**src/hdl/tlb_readout_pkg.sv**
```systemverilog
/*
  Constants for the walk-unit translation cache readout path: register
  offsets, pointer field layout, readout word layout and bus response codes.
  Assumes a single system clock domain shared by every user of the package.
*/
package tlb_readout_pkg;

  // register offsets within the global register space
  localparam logic [11:0] PTR_OFFSET = 12'h088;
  localparam logic [11:0] DATA_OFFSET = 12'h08C;

  // pointer register field layout
  localparam int SRC_HI = 27;
  localparam int SRC_LO = 26;
  localparam int WAY_HI = 25;
  localparam int WAY_LO = 24;
  localparam int ENTRY_HI = 15;
  localparam int ENTRY_LO = 4;
  localparam int WORD_HI = 3;
  localparam int WORD_LO = 2;
  localparam int PTR_LOW_HI = 15;
  localparam logic [15:0] PTR_STEP = 16'h0004;
  localparam logic [31:0] PTR_WRITE_MASK = 32'h0FFF_FFFC;
  localparam logic [31:0] PTR_RESET = 32'h0000_0000;

  localparam logic [1:0] SRC_MAIN_CACHE = 2'h0;
  localparam logic [1:0] SRC_PREFETCH = 2'h1;
  localparam logic [1:0] SRC_IPA_CACHE = 2'h2;
  localparam logic [1:0] SRC_WALK_CACHE = 2'h3;

  // readout word layout
  localparam int VA_WIDTH = 37;
  localparam int VA0_WIDTH = 28;
  localparam int VA1_WIDTH = 9;
  localparam int ASID_WIDTH = 16;
  localparam int PAYLOAD_WIDTH = 28;
  localparam logic [1:0] POS_MIDDLE = 2'h0;
  localparam logic [1:0] POS_ENTRY_FIRST = 2'h1;
  localparam logic [1:0] POS_ENTRY_LAST = 2'h2;
  localparam logic [1:0] POS_CACHE_FIRST = 2'h3;
  localparam logic [1:0] WORD_0 = 2'h0;
  localparam logic [1:0] WORD_1 = 2'h1;
  localparam logic [1:0] WORD_LAST = 2'h3;

  // bus response codes
  localparam logic [1:0] RESP_OKAY = 2'h0;
  localparam logic [1:0] RESP_SLVERR = 2'h2;
  localparam logic [1:0] RESP_DECERR = 2'h3;
  localparam int PROT_NONSECURE = 1;

  localparam logic [31:0] ZERO_WORD = 32'h0000_0000;

endpackage

```
**src/hdl/readout_word_format.sv**
```systemverilog
/*
  Builds one 32-bit readout word from the fields returned by the cache.
  Purely combinational; assumes its caller registers the result.
*/
`timescale 1ns/1ps
`default_nettype none

module readout_word_format
  import tlb_readout_pkg::*;
(
  input wire logic [1:0] i_word_sel,
  input wire logic i_entry_zero,
  input wire logic i_pointer_invalid,
  input wire logic i_word_invalid,
  input wire logic [VA_WIDTH-1:0] i_lookup_va,
  input wire logic [ASID_WIDTH-1:0] i_asid,
  input wire logic i_nonsecure_state_bit,
  input wire logic [1:0] i_entry_type,
  input wire logic [PAYLOAD_WIDTH-1:0] i_payload,
  output logic [31:0] o_word
);

  logic [1:0] entry_word_position;
  logic [3:0] status_bits;

  always_comb begin
    if (i_word_sel == WORD_0 && i_entry_zero) begin
      entry_word_position = POS_CACHE_FIRST;
    end else if (i_word_sel == WORD_0) begin
      entry_word_position = POS_ENTRY_FIRST;
    end else if (i_word_sel == WORD_LAST) begin
      entry_word_position = POS_ENTRY_LAST;
    end else begin
      entry_word_position = POS_MIDDLE;
    end
  end

  // same low nibble on every word
  assign status_bits = {entry_word_position, i_pointer_invalid, i_word_invalid};

  always_comb begin
    case (i_word_sel)
      WORD_0: begin
        o_word = {i_lookup_va[VA_WIDTH-1:VA1_WIDTH], status_bits};
      end
      WORD_1: begin
        o_word = {i_asid, i_nonsecure_state_bit, i_entry_type,
                  i_lookup_va[VA1_WIDTH-1:0], status_bits};
      end
      default: begin
        o_word = {i_payload, status_bits};
      end
    endcase
  end

endmodule // readout_word_format

`default_nettype wire

```
**src/hdl/tlb_debug_readout.sv**
```systemverilog
/*
  Walk-unit translation cache readout: pointer register and readout data
  register behind an AXI4-Lite style programming port, and a request/ack
  port toward the cache storage that returns one entry's fields.
  Assumes bus and cache logic run on i_clk; no synchronisers are needed.
*/
//
// Overview of operation
// - pointer bits 31:28 always read zero; bits 27:16 read zero unless software wrote ones there.
// - bits 27:26 pick main cache, prefetch buffer, IPA cache or walk cache.
// - bits 25:24 pick one of four ways, reset to 00.
// - bits 15:4 hold the entry index, reset to zero.
// - bits 3:2 hold the word offset in the entry, reset to zero.
// - word 0 carries the lookup virtual address in bits 31:4.
// - bits 3:2 give middle, entry-first, entry-last or cache-first word.
// - bit 1 is set when the programmed pointer is invalid.
// - bit 0 is set when the returned word information is invalid.
// - word 1 carries address space id in 31:16, non-secure flag in 15.
// - word 1 bits 14:13 carry the entry type encoding.
// - word 1 bits 12:4 carry nine more lookup address bits.
// - word 1 low nibble repeats position and validity flags.
// - each secure in-bounds data read returns the addressed word then advances one word, unless a secure pointer write fires in the ack cycle.
// - pointer bits 1:0 read zero and ignore writes.
// - data read with an out-of-bounds pointer ends with SLVERR.
// - only secure transactions may reach the pointer and data registers.
`timescale 1ns/1ps
`default_nettype none

module tlb_debug_readout
  import tlb_readout_pkg::*;
#(
  parameter int ADDR_WIDTH = 12,
  parameter int NUM_ENTRIES = 4096
)(
  input wire logic i_clk,
  input wire logic i_arst_n,
  // write address / data / response
  input wire logic i_s_axi_awvalid,
  output logic o_s_axi_awready,
  input wire logic [ADDR_WIDTH-1:0] i_s_axi_awaddr,
  input wire logic [2:0] i_s_axi_awprot,
  input wire logic i_s_axi_wvalid,
  output logic o_s_axi_wready,
  input wire logic [31:0] i_s_axi_wdata,
  input wire logic [3:0] i_s_axi_wstrb,
  output logic o_s_axi_bvalid,
  input wire logic i_s_axi_bready,
  output logic [1:0] o_s_axi_bresp,
  // read address / data
  input wire logic i_s_axi_arvalid,
  output logic o_s_axi_arready,
  input wire logic [ADDR_WIDTH-1:0] i_s_axi_araddr,
  input wire logic [2:0] i_s_axi_arprot,
  output logic o_s_axi_rvalid,
  input wire logic i_s_axi_rready,
  output logic [31:0] o_s_axi_rdata,
  output logic [1:0] o_s_axi_rresp,
  // cache storage read port
  output logic o_cache_req,
  output logic [1:0] o_readout_source_select,
  output logic [1:0] o_cache_way,
  output logic [11:0] o_cache_entry,
  output logic [1:0] o_cache_word,
  input wire logic i_cache_ack,
  input wire logic [VA_WIDTH-1:0] i_cache_lookup_va,
  input wire logic [ASID_WIDTH-1:0] i_cache_asid,
  input wire logic i_cache_nonsecure_state_bit,
  input wire logic [1:0] i_cache_entry_type,
  input wire logic [PAYLOAD_WIDTH-1:0] i_cache_payload,
  input wire logic i_cache_word_invalid
);

  typedef enum logic [1:0] {ST_IDLE, ST_FETCH, ST_RESPOND} read_state_type;

  read_state_type state_ff;
  logic [31:0] pointer_ff;
  logic bvalid_ff;
  logic [1:0] bresp_ff;
  logic [31:0] rdata_ff;
  logic [1:0] rresp_ff;
  logic wr_fire;
  logic wr_secure;
  logic rd_fire;
  logic rd_secure;
  logic [31:0] byte_mask;
  logic [31:0] nxt_pointer;
  logic pointer_out_of_bounds;
  logic [31:0] formatted_word;

  ////////////////////////////////////////////////////////////////////////////
  // bus handshakes

  // write needs both channels together; no buffering of a lone address
  assign wr_fire = i_s_axi_awvalid && i_s_axi_wvalid && !bvalid_ff;
  assign o_s_axi_awready = i_s_axi_awvalid && i_s_axi_wvalid && !bvalid_ff;
  assign o_s_axi_wready = i_s_axi_awvalid && i_s_axi_wvalid && !bvalid_ff;
  assign wr_secure = !i_s_axi_awprot[PROT_NONSECURE];
  assign rd_fire = i_s_axi_arvalid && (state_ff == ST_IDLE);
  assign o_s_axi_arready = (state_ff == ST_IDLE);
  assign rd_secure = !i_s_axi_arprot[PROT_NONSECURE];
  assign o_s_axi_rvalid = (state_ff == ST_RESPOND);
  assign o_s_axi_rdata = rdata_ff;
  assign o_s_axi_rresp = rresp_ff;
  assign o_s_axi_bvalid = bvalid_ff;
  assign o_s_axi_bresp = bresp_ff;

  always_comb begin
    for (int b = 0; b < 4; b++) begin
      byte_mask[b*8 +: 8] = {8{i_s_axi_wstrb[b]}};
    end
  end

  ////////////////////////////////////////////////////////////////////////////
  // pointer register

  assign pointer_out_of_bounds = (32'(pointer_ff[ENTRY_HI:ENTRY_LO]) >= 32'(NUM_ENTRIES));

  always_comb begin
    nxt_pointer = pointer_ff;
    if (wr_fire && wr_secure && i_s_axi_awaddr == ADDR_WIDTH'(PTR_OFFSET)) begin
      nxt_pointer = ((pointer_ff & ~byte_mask) | (i_s_axi_wdata & byte_mask))
                    & PTR_WRITE_MASK;
    end else if (state_ff == ST_FETCH && i_cache_ack) begin
      // step carries from the word field into the entry field
      nxt_pointer[PTR_LOW_HI:0] = pointer_ff[PTR_LOW_HI:0] + PTR_STEP;
    end
  end

  always_ff @(posedge i_clk or negedge i_arst_n) begin
    if (!i_arst_n) begin
      pointer_ff <= PTR_RESET;
    end else begin
      pointer_ff <= nxt_pointer;
    end
  end

  assign o_readout_source_select = pointer_ff[SRC_HI:SRC_LO];
  assign o_cache_way = pointer_ff[WAY_HI:WAY_LO];
  assign o_cache_entry = pointer_ff[ENTRY_HI:ENTRY_LO];
  assign o_cache_word = pointer_ff[WORD_HI:WORD_LO];
  assign o_cache_req = (state_ff == ST_FETCH);

  ////////////////////////////////////////////////////////////////////////////
  // write response

  always_ff @(posedge i_clk or negedge i_arst_n) begin
    if (!i_arst_n) begin
      bvalid_ff <= 1'b0;
      bresp_ff <= RESP_OKAY;
    end else if (wr_fire) begin
      bvalid_ff <= 1'b1;
      if (i_s_axi_awaddr != ADDR_WIDTH'(PTR_OFFSET) && i_s_axi_awaddr != ADDR_WIDTH'(DATA_OFFSET)) begin
        bresp_ff <= RESP_DECERR;
      end else if (!wr_secure) begin
        bresp_ff <= RESP_SLVERR;
      end else if (i_s_axi_awaddr == ADDR_WIDTH'(DATA_OFFSET)) begin
        bresp_ff <= RESP_SLVERR; // data register is read-only
      end else begin
        bresp_ff <= RESP_OKAY;
      end
    end else if (i_s_axi_bready) begin
      bvalid_ff <= 1'b0;
    end
  end

  ////////////////////////////////////////////////////////////////////////////
  // read path

  readout_word_format u_format (
    .i_word_sel(pointer_ff[WORD_HI:WORD_LO]),
    .i_entry_zero(pointer_ff[ENTRY_HI:ENTRY_LO] == '0),
    .i_pointer_invalid(pointer_out_of_bounds),
    .i_word_invalid(i_cache_word_invalid),
    .i_lookup_va(i_cache_lookup_va),
    .i_asid(i_cache_asid),
    .i_nonsecure_state_bit(i_cache_nonsecure_state_bit),
    .i_entry_type(i_cache_entry_type),
    .i_payload(i_cache_payload),
    .o_word(formatted_word)
  );

  always_ff @(posedge i_clk or negedge i_arst_n) begin
    if (!i_arst_n) begin
      state_ff <= ST_IDLE;
      rdata_ff <= ZERO_WORD;
      rresp_ff <= RESP_OKAY;
    end else begin
      case (state_ff)
        ST_IDLE: begin
          if (rd_fire) begin
            rdata_ff <= ZERO_WORD;
            rresp_ff <= RESP_OKAY;
            if (i_s_axi_araddr == ADDR_WIDTH'(PTR_OFFSET) && rd_secure) begin
              rdata_ff <= pointer_ff;
              state_ff <= ST_RESPOND;
            end else if (i_s_axi_araddr == ADDR_WIDTH'(PTR_OFFSET)) begin
              rresp_ff <= RESP_SLVERR;
              state_ff <= ST_RESPOND;
            end else if (i_s_axi_araddr == ADDR_WIDTH'(DATA_OFFSET) && !rd_secure) begin
              rresp_ff <= RESP_SLVERR;
              state_ff <= ST_RESPOND;
            end else if (i_s_axi_araddr == ADDR_WIDTH'(DATA_OFFSET)
                         && pointer_out_of_bounds) begin
              // no fetch and no advance, so software sees the bad pointer
              rdata_ff <= {28'h000_0000, POS_MIDDLE, 1'b1, 1'b1};
              rresp_ff <= RESP_SLVERR;
              state_ff <= ST_RESPOND;
            end else if (i_s_axi_araddr == ADDR_WIDTH'(DATA_OFFSET)) begin
              state_ff <= ST_FETCH;
            end else begin
              rresp_ff <= RESP_DECERR;
              state_ff <= ST_RESPOND;
            end
          end
        end
        ST_FETCH: begin
          if (i_cache_ack) begin
            rdata_ff <= formatted_word;
            state_ff <= ST_RESPOND;
          end
        end
        ST_RESPOND: begin
          if (i_s_axi_rready) begin
            state_ff <= ST_IDLE;
          end
        end
        default: begin
          state_ff <= ST_IDLE;
        end
      endcase
    end
  end

endmodule // tlb_debug_readout

`default_nettype wire

```
**config.mk**
```make
export PLATFORM = sky130hd
export DESIGN_NAME = tlb_debug_readout
export DESIGN_NICKNAME = d
export VERILOG_FILES = /design/src/hdl/tlb_readout_pkg.sv /design/src/hdl/readout_word_format.sv /design/src/hdl/tlb_debug_readout.sv
export SDC_FILE = /design/constraint.sdc
export NUM_CORES = 1
export LEC_CHECK = 0
export ABC_AREA = 1
export BUFFER_PORTS_ARGS = -buffer_cell sky130_fd_sc_hd__buf_2
export CORE_MARGIN = 2
export CORE_UTILIZATION = 47
export DETAILED_ROUTE_END_ITERATION = 16
export HOLD_SLACK_MARGIN = 0.06
export PLACE_DENSITY = 0.82
export SYNTH_ARGS = -nofsm -noshare
export SYNTH_HDL_FRONTEND = slang
export SYNTH_SLANG_ARGS = --single-unit
```
**constraint.sdc**
```tcl
create_clock -name i_clk -period 2.12 [get_ports i_clk]
set_input_delay 0.212 -clock i_clk [delete_from_list [all_inputs] [get_ports i_clk]]
set_output_delay 0.212 -clock i_clk [all_outputs]
set_load 0.02 [all_outputs]
```
# Word level (Yosys, flattened, before mapping)
# Index checks and enable logic that the tools add are counted.
# totals
mem_bits_ro	0
latchBits	0
mem_bits_rw	0
reg_bits	67
memories	0
elab_cells	74
# classes
mux	27
add_sub_neg	1
reduce_logical	22
div	0
magnitude_cmp	0
eq_ne	13
multipliers	0
n_bitwise	4
n_shift	0
# ops
cell	n
32-bit one-hot mux with 2 select lines	2
32-bit two-way mux	2
28-bit AND	2
12-bit by 8-bit equality test with 1-bit output (second input constant)	4
2-bit two-way mux	17
16-bit two-way mux	2
28-bit two-way mux	1
28-bit inverter	1
28-bit bitwise OR	1
12-bit by 8-bit != test with 1-bit output (second input constant)	2
16-bit by 3-bit adder with 16-bit output (second input constant)	1
12-bit zero test	1
1-bit logical AND	10
2-bit by 1-bit != test with 1-bit output (second input constant)	3
2-bit one-hot mux with 3 select lines	1
3-bit AND reduction	2
2-bit nonzero test	3
2-bit by 1-bit equality test with 1-bit output (second input constant)	2
2-bit equality test (second input constant)	2
2-bit zero test	2
1-bit zero test	3
1-bit two-way mux	2
2-bit AND reduction	1

# Longest topological paths before layout
# logic_depth
ltp_word	7
mapped_depth	10
depth_no_buf	10

# By module
# From an unflattened synthesis, not the netlist that was laid out.
# unflattened
hier_cells	698
area_unflattened_um2	4615.7
# modules_own_cells
module	seq_area_each_um2	area_per_inst_um2	cells_per_inst	instances
tlb_debug_readout	1626.6	4031.4	568	1
readout_word_format	0.0	584.3	130	1

# Least setup slack after synthesis
# Ideal clock, no wire load.
# synth_timing
kind	flip-flop to flip-flop
startpoint	reg pointer_ff[2]
endpoint	reg rdata_ff[14] (netlist: o_s_axi_rdata[14])
t_arrival_ps	1630
path_slack_ps	425
t_required_ps	2055
path_stages_with_launch	11
path_buffers	2
setup_ps	65
period_less_slack_ps	1695
path_cell_list	dfrtp_1 -> inv_1 -> ha_1 -> clkbuf_1 -> nor2_2 -> buf_2 -> nand2_1 -> nand3_1 -> a22o_1 -> clkinv_1 -> nand2_1
# synth_via
elab_chain_cells	4
# synth_lines
element	line	source
start: declaration	tlb_debug_readout.sv:76	logic [31:0] pointer_ff;
start signal: assignment	tlb_debug_readout.sv:133	pointer_ff <= nxt_pointer;
2-bit by 1-bit equality test with 1-bit output / 2-bit zero test (equally long branches)	readout_word_format.sv:42	case (i_word_sel)
32-bit one-hot mux with 2 select lines (*)	readout_word_format.sv:42	
32-bit two-way mux (*)	tlb_debug_readout.sv:217	if (i_cache_ack) begin
32-bit one-hot mux with 2 select lines (*)	tlb_debug_readout.sv:188	case (state_ff)
end signal: assignment	tlb_debug_readout.sv:194	rdata_ff <= pointer_ff;
end signal: assignment	tlb_debug_readout.sv:205	rdata_ff <= {28'h000_0000, POS_MIDDLE, 1'b1, 1'b1};
end signal: assignment	tlb_debug_readout.sv:218	rdata_ff <= formatted_word;
end: declaration	tlb_debug_readout.sv:79	logic [31:0] rdata_ff;
# Mark *: on every way between the ends. The rest lies on a longest branch, timed or not. The select of a mux whose other input is x is not followed.
# A chain may end at the register's enable or synchronous reset.

# Final worst setup path
# layout_timing
startpoint	reg state_ff[0]
endpoint	reg state_ff[1]
# layout_via
elab_chain_cells	4
# layout_lines
element	line	source
start: declaration	tlb_debug_readout.sv:75	read_state_type state_ff;
start signal: assignment	tlb_debug_readout.sv:184	state_ff <= ST_IDLE;
start signal: assignment	tlb_debug_readout.sv:195	state_ff <= ST_RESPOND;
start signal: assignment	tlb_debug_readout.sv:198	state_ff <= ST_RESPOND;
2-bit zero test	tlb_debug_readout.sv:98, tlb_debug_readout.sv:188	
1-bit logical AND	tlb_debug_readout.sv:98	assign rd_fire = i_s_axi_arvalid && (state_ff == ST_IDLE);
2-bit by 1-bit != test with 1-bit output (no source line)	--	
3-bit AND reduction (no source line)	--	
# Parallel ways exist; a longest one is shown, timed or not.

==> flow_metrics.py <==
metrics = {
    "routing": {
        "routedWlPerCell_um": 13.9,
        "routed_via_density": 5.05,
        "drc_errors": 0,
        "dr_wl_met2_um": 6460,
        "drtIter0Drc": 216,
        "routed_wl_um": 13100,
        "first_pass_iters": 5,
        "drtAntennaViolNets": 0,
        "topRoutingLayerUsed": "met4",
        "vias": 4750,
        "drt-met1-wl_um": 5410,
        "route.met3.wl_um": 897,
    },
    "cts": {
        "clockBufferDepth": 2,
        "root_buffer": "clkbuf_8",
        "clock_sinks": 65,
        "clk_pin_slew_ps": 80,
        "insertion_delay_ps": 350,
        "htree_levels": 3,
        "cts_buffers": 9,
        "cts_tree": "built",
        "cts_resized": 0,
    },
    "hold_path": {
        "hold_class": "input port to register",
        "whs_path_depth": 3,
        "hold_end": "pointer_ff[21]$_DFFE_PN0P_",
        "hp-start": "i_s_axi_wdata[21]",
    },
    "placed_design": {
        "gp_congestion": 0.921,
        "place_area_mm2": 0.00535,
        "hpwl_um": 9620,
        "io_buffers": 208,
    },
    "final_layout": {
        "final_cell_area_mm2": 0.00559,
        "layout_common_cells": "nand2_1, buf_2, nand3_1",
        "final_common_cell": "nand2_1",
        "nFillCells": 889,
        "area_growth_syn_to_layout_pct": 29.1,
        "drive_above_1_share_pct": 31.1,
        "fin_nets": 986,
    },
    "sta": {
        "slew_viol_final": 0,
        "fin_tns_setup_ps": 0,
        "fin_crit_ps": 1850,
        "final-setup-viol-count": 0,
        "fmax_ghz": 0.541,
        "worstMarginPinSlew_ps": 936,
        "period_share_pct": 87.1,
        "hold_violations": 0,
        "fin_skew_ps": 10.9,
        "rsz0062_at_grt": "false",
        "slew_headroom_pct": 37.5,
    },
    "power_and_ir_drop": {
        "power_density_mw_per_mm2": 507,
        "vdd_drop_max_uv": 333,
        "leakagePower_nw": 3.34,
    },
    "worst_setup_path": {
        "worstSetupPathType": "register to register",
        "crit_top_cell": "inv_1",
        "reg2reg_slack_ps": 270,
        "r2r-end": "state_ff[1]$_DFFE_PN0P_",
        "cp_data_required_time_ps": 2350,
        "critPathLaunchType": "register",
        "path_cells": "inv_2, nand2_1, nor2_2, nor2_4, inv_1, o21ai_1, inv_1",
        "cp-end-kind": "register",
        "ff2ff_path_depth": 7,
        "cpMaxStageDelayCell": "nor2_4",
        "crit_arrival_ps": 2080,
        "crit_path_max_fanout": 41,
        "worstReg2RegStart": "state_ff[0]$_DFFE_PN0P_",
        "max_stage_delay_ps": 710,
    },
    "logic_synthesis": {
        "synth_edf_count": 0,
        "yosysWarnings": 0,
        "ys_seq_area_share_pct": 37.6,
        "synth_cell_types": 29,
        "syn_area_per_cell_um2": 6.79,
        "synthArstFlopShare_pct": 100,
        "syn-num-nets": 800,
        "ys_seq_elements": 65,
        "synthFlopType": "dfrtp_1",
        "syn-cell-area_mm2": 0.00433,
        "synthCells": 638,
    },
    "global_routing": {
        "grt_start_max_net_pins": 66,
        "grt_usage_pct": 26.2,
        "grt_antenna_before_repair": 0,
        "grt_first_pass_wirelength_um": 20900,
        "grt_pass1_vias": 4517,
        "gr-total-overflow": 0,
    },
    "die": {
        "coreArea_mm2": 0.00911,
        "rows": 35,
        "die_h_um": 100,
        "start_util_pct": 47.6,
        "ios": 219,
        "die_area_mm2": 0.0100,
        "chipWidth_um": 100,
    },
    "job": {
        "cap_viol_max_count": 0,
    },
    "run_status": {
        "outcome": "complete, no violations",
    },
}
==> state kept, by name, indices dropped and copies added (netlist names) <==
register	count
pointer_ff	26
o_s_axi_rdata	32
o_s_axi_bvalid	1
state_ff	2
o_s_axi_bresp	2
o_s_axi_rresp	2
==> report_power, final <==
group	switching (mW)	leakage (nW)	internal (mW)
registers	0.00896	0.885	1.25
clock network	0.508	0.106	0.662
logic	0.233	2.35	0.175
==> synthesized netlist by cell type, types with 2 or more instances <==
cell	count	share of area, %
nand3_1	71	8.2
a22o_1	21	4.2
nand2_2	4	0.58
buf_4	20	3.5
inv_1	52	4.5
xnor2_1	2	0.40
inv_2	5	0.43
buf_2	11	1.3
o21ai_1	22	2.5
a21oi_1	15	1.7
nor2_2	2	0.29
nand2_1	231	20
dfrtp_1	65	38
nor2_4	2	0.52
a31oi_1	7	1.0
clkinv_1	16	1.4
ha_1	3	0.87
xor2_1	5	1.0
nand4_1	15	2.2
nor3_1	2	0.23
o21ai_0	6	0.69
clkbuf_1	15	1.3
nand3_2	4	0.92
nor2_1	37	3.2
==> logic make-up after synthesis <==
| family | Yosys count | synth area share (%) |
|---|---|---|
| AND/OR/NAND/NOR | 371 | 37.2 |
| AO/OA/AOI/OAI | 72 | 10.4 |
| adder cells (fa/ha/maj) | 3 | 0.867 |
| XOR/XNOR | 7 | 1.42 |
| flip-flops | 65 | 37.6 |
| buffers and inverters | 120 | 12.6 |
==> cell type report <==
class	count	area, um^2	share of cell area (%)
diodes	1	2.50	0.0447
clock buffers	9	124	2.21
clock inverters	7	93.8	1.68
inverters	73	274	4.90
multi-input cells	453	2170	38.8
flip-flops and latches	65	1630	29.1
well taps	111	139	2.48
repair buffers	222	1160	20.8
==> how the worst max path moves through the flow <==
stage	start	end	slack, ps	cells past startpoint
after floorplan	pointer_ff[2]$_DFFE_PN0P_	o_s_axi_rdata[14]$_DFFE_PN0P_	420	10
after global placement	state_ff[0]$_DFFE_PN0P_	state_ff[1]$_DFFE_PN0P_	300	7
after detailed placement	state_ff[0]$_DFFE_PN0P_	state_ff[1]$_DFFE_PN0P_	270	7
after CTS	state_ff[0]$_DFFE_PN0P_	state_ff[1]$_DFFE_PN0P_	240	7
after global routing	pointer_ff[2]$_DFFE_PN0P_	o_s_axi_rdata[7]$_DFFE_PN0P_	50	9
final	state_ff[0]$_DFFE_PN0P_	state_ff[1]$_DFFE_PN0P_	270	7
==> layer usage <==
| layer | GRT usage [%] | up-vias |
|---|---|---|
| li1 | - | 2402 |
| met1 | 32.6 | 2126 |
| met2 | 45.8 | 201 |
| met3 | 3.90 | 21 |
| met4 | 10.6 | 0 |
| met5 | 0 | - |
==> worst max-delay path: cells and delay by family (launching register included) <==
family / cells / cell delay, ps
and+or+nand+nor: 3 / 890
DFF: 1 / 420
buffers and inverters: 3 / 280
AOI/OAI and AO/OA: 1 / 170
==> metrics by stage <==
stage	setup slack, ps	hold slack [ps]	instances	total power [mW]	utilization [%]
2_1_floorplan	425	-83.6	638	1.47	-
3_3_place_gp	302	255	922	1.69	58.8
3_5_place_dp	271	253	922	1.69	58.8
4_1_cts	242	78.5	940	2.86	61.4
5_1_grt	53.4	80.2	940	2.96	61.4
6_report	273	90.7	941	2.84	61.4
==> what timing repair did <==
action                    CTS  global route
buffers inserted            0             0
hold buffers                2             0
hold endpoints to repair   66             0
Note: power is estimated with default switching activity, not from simulation.
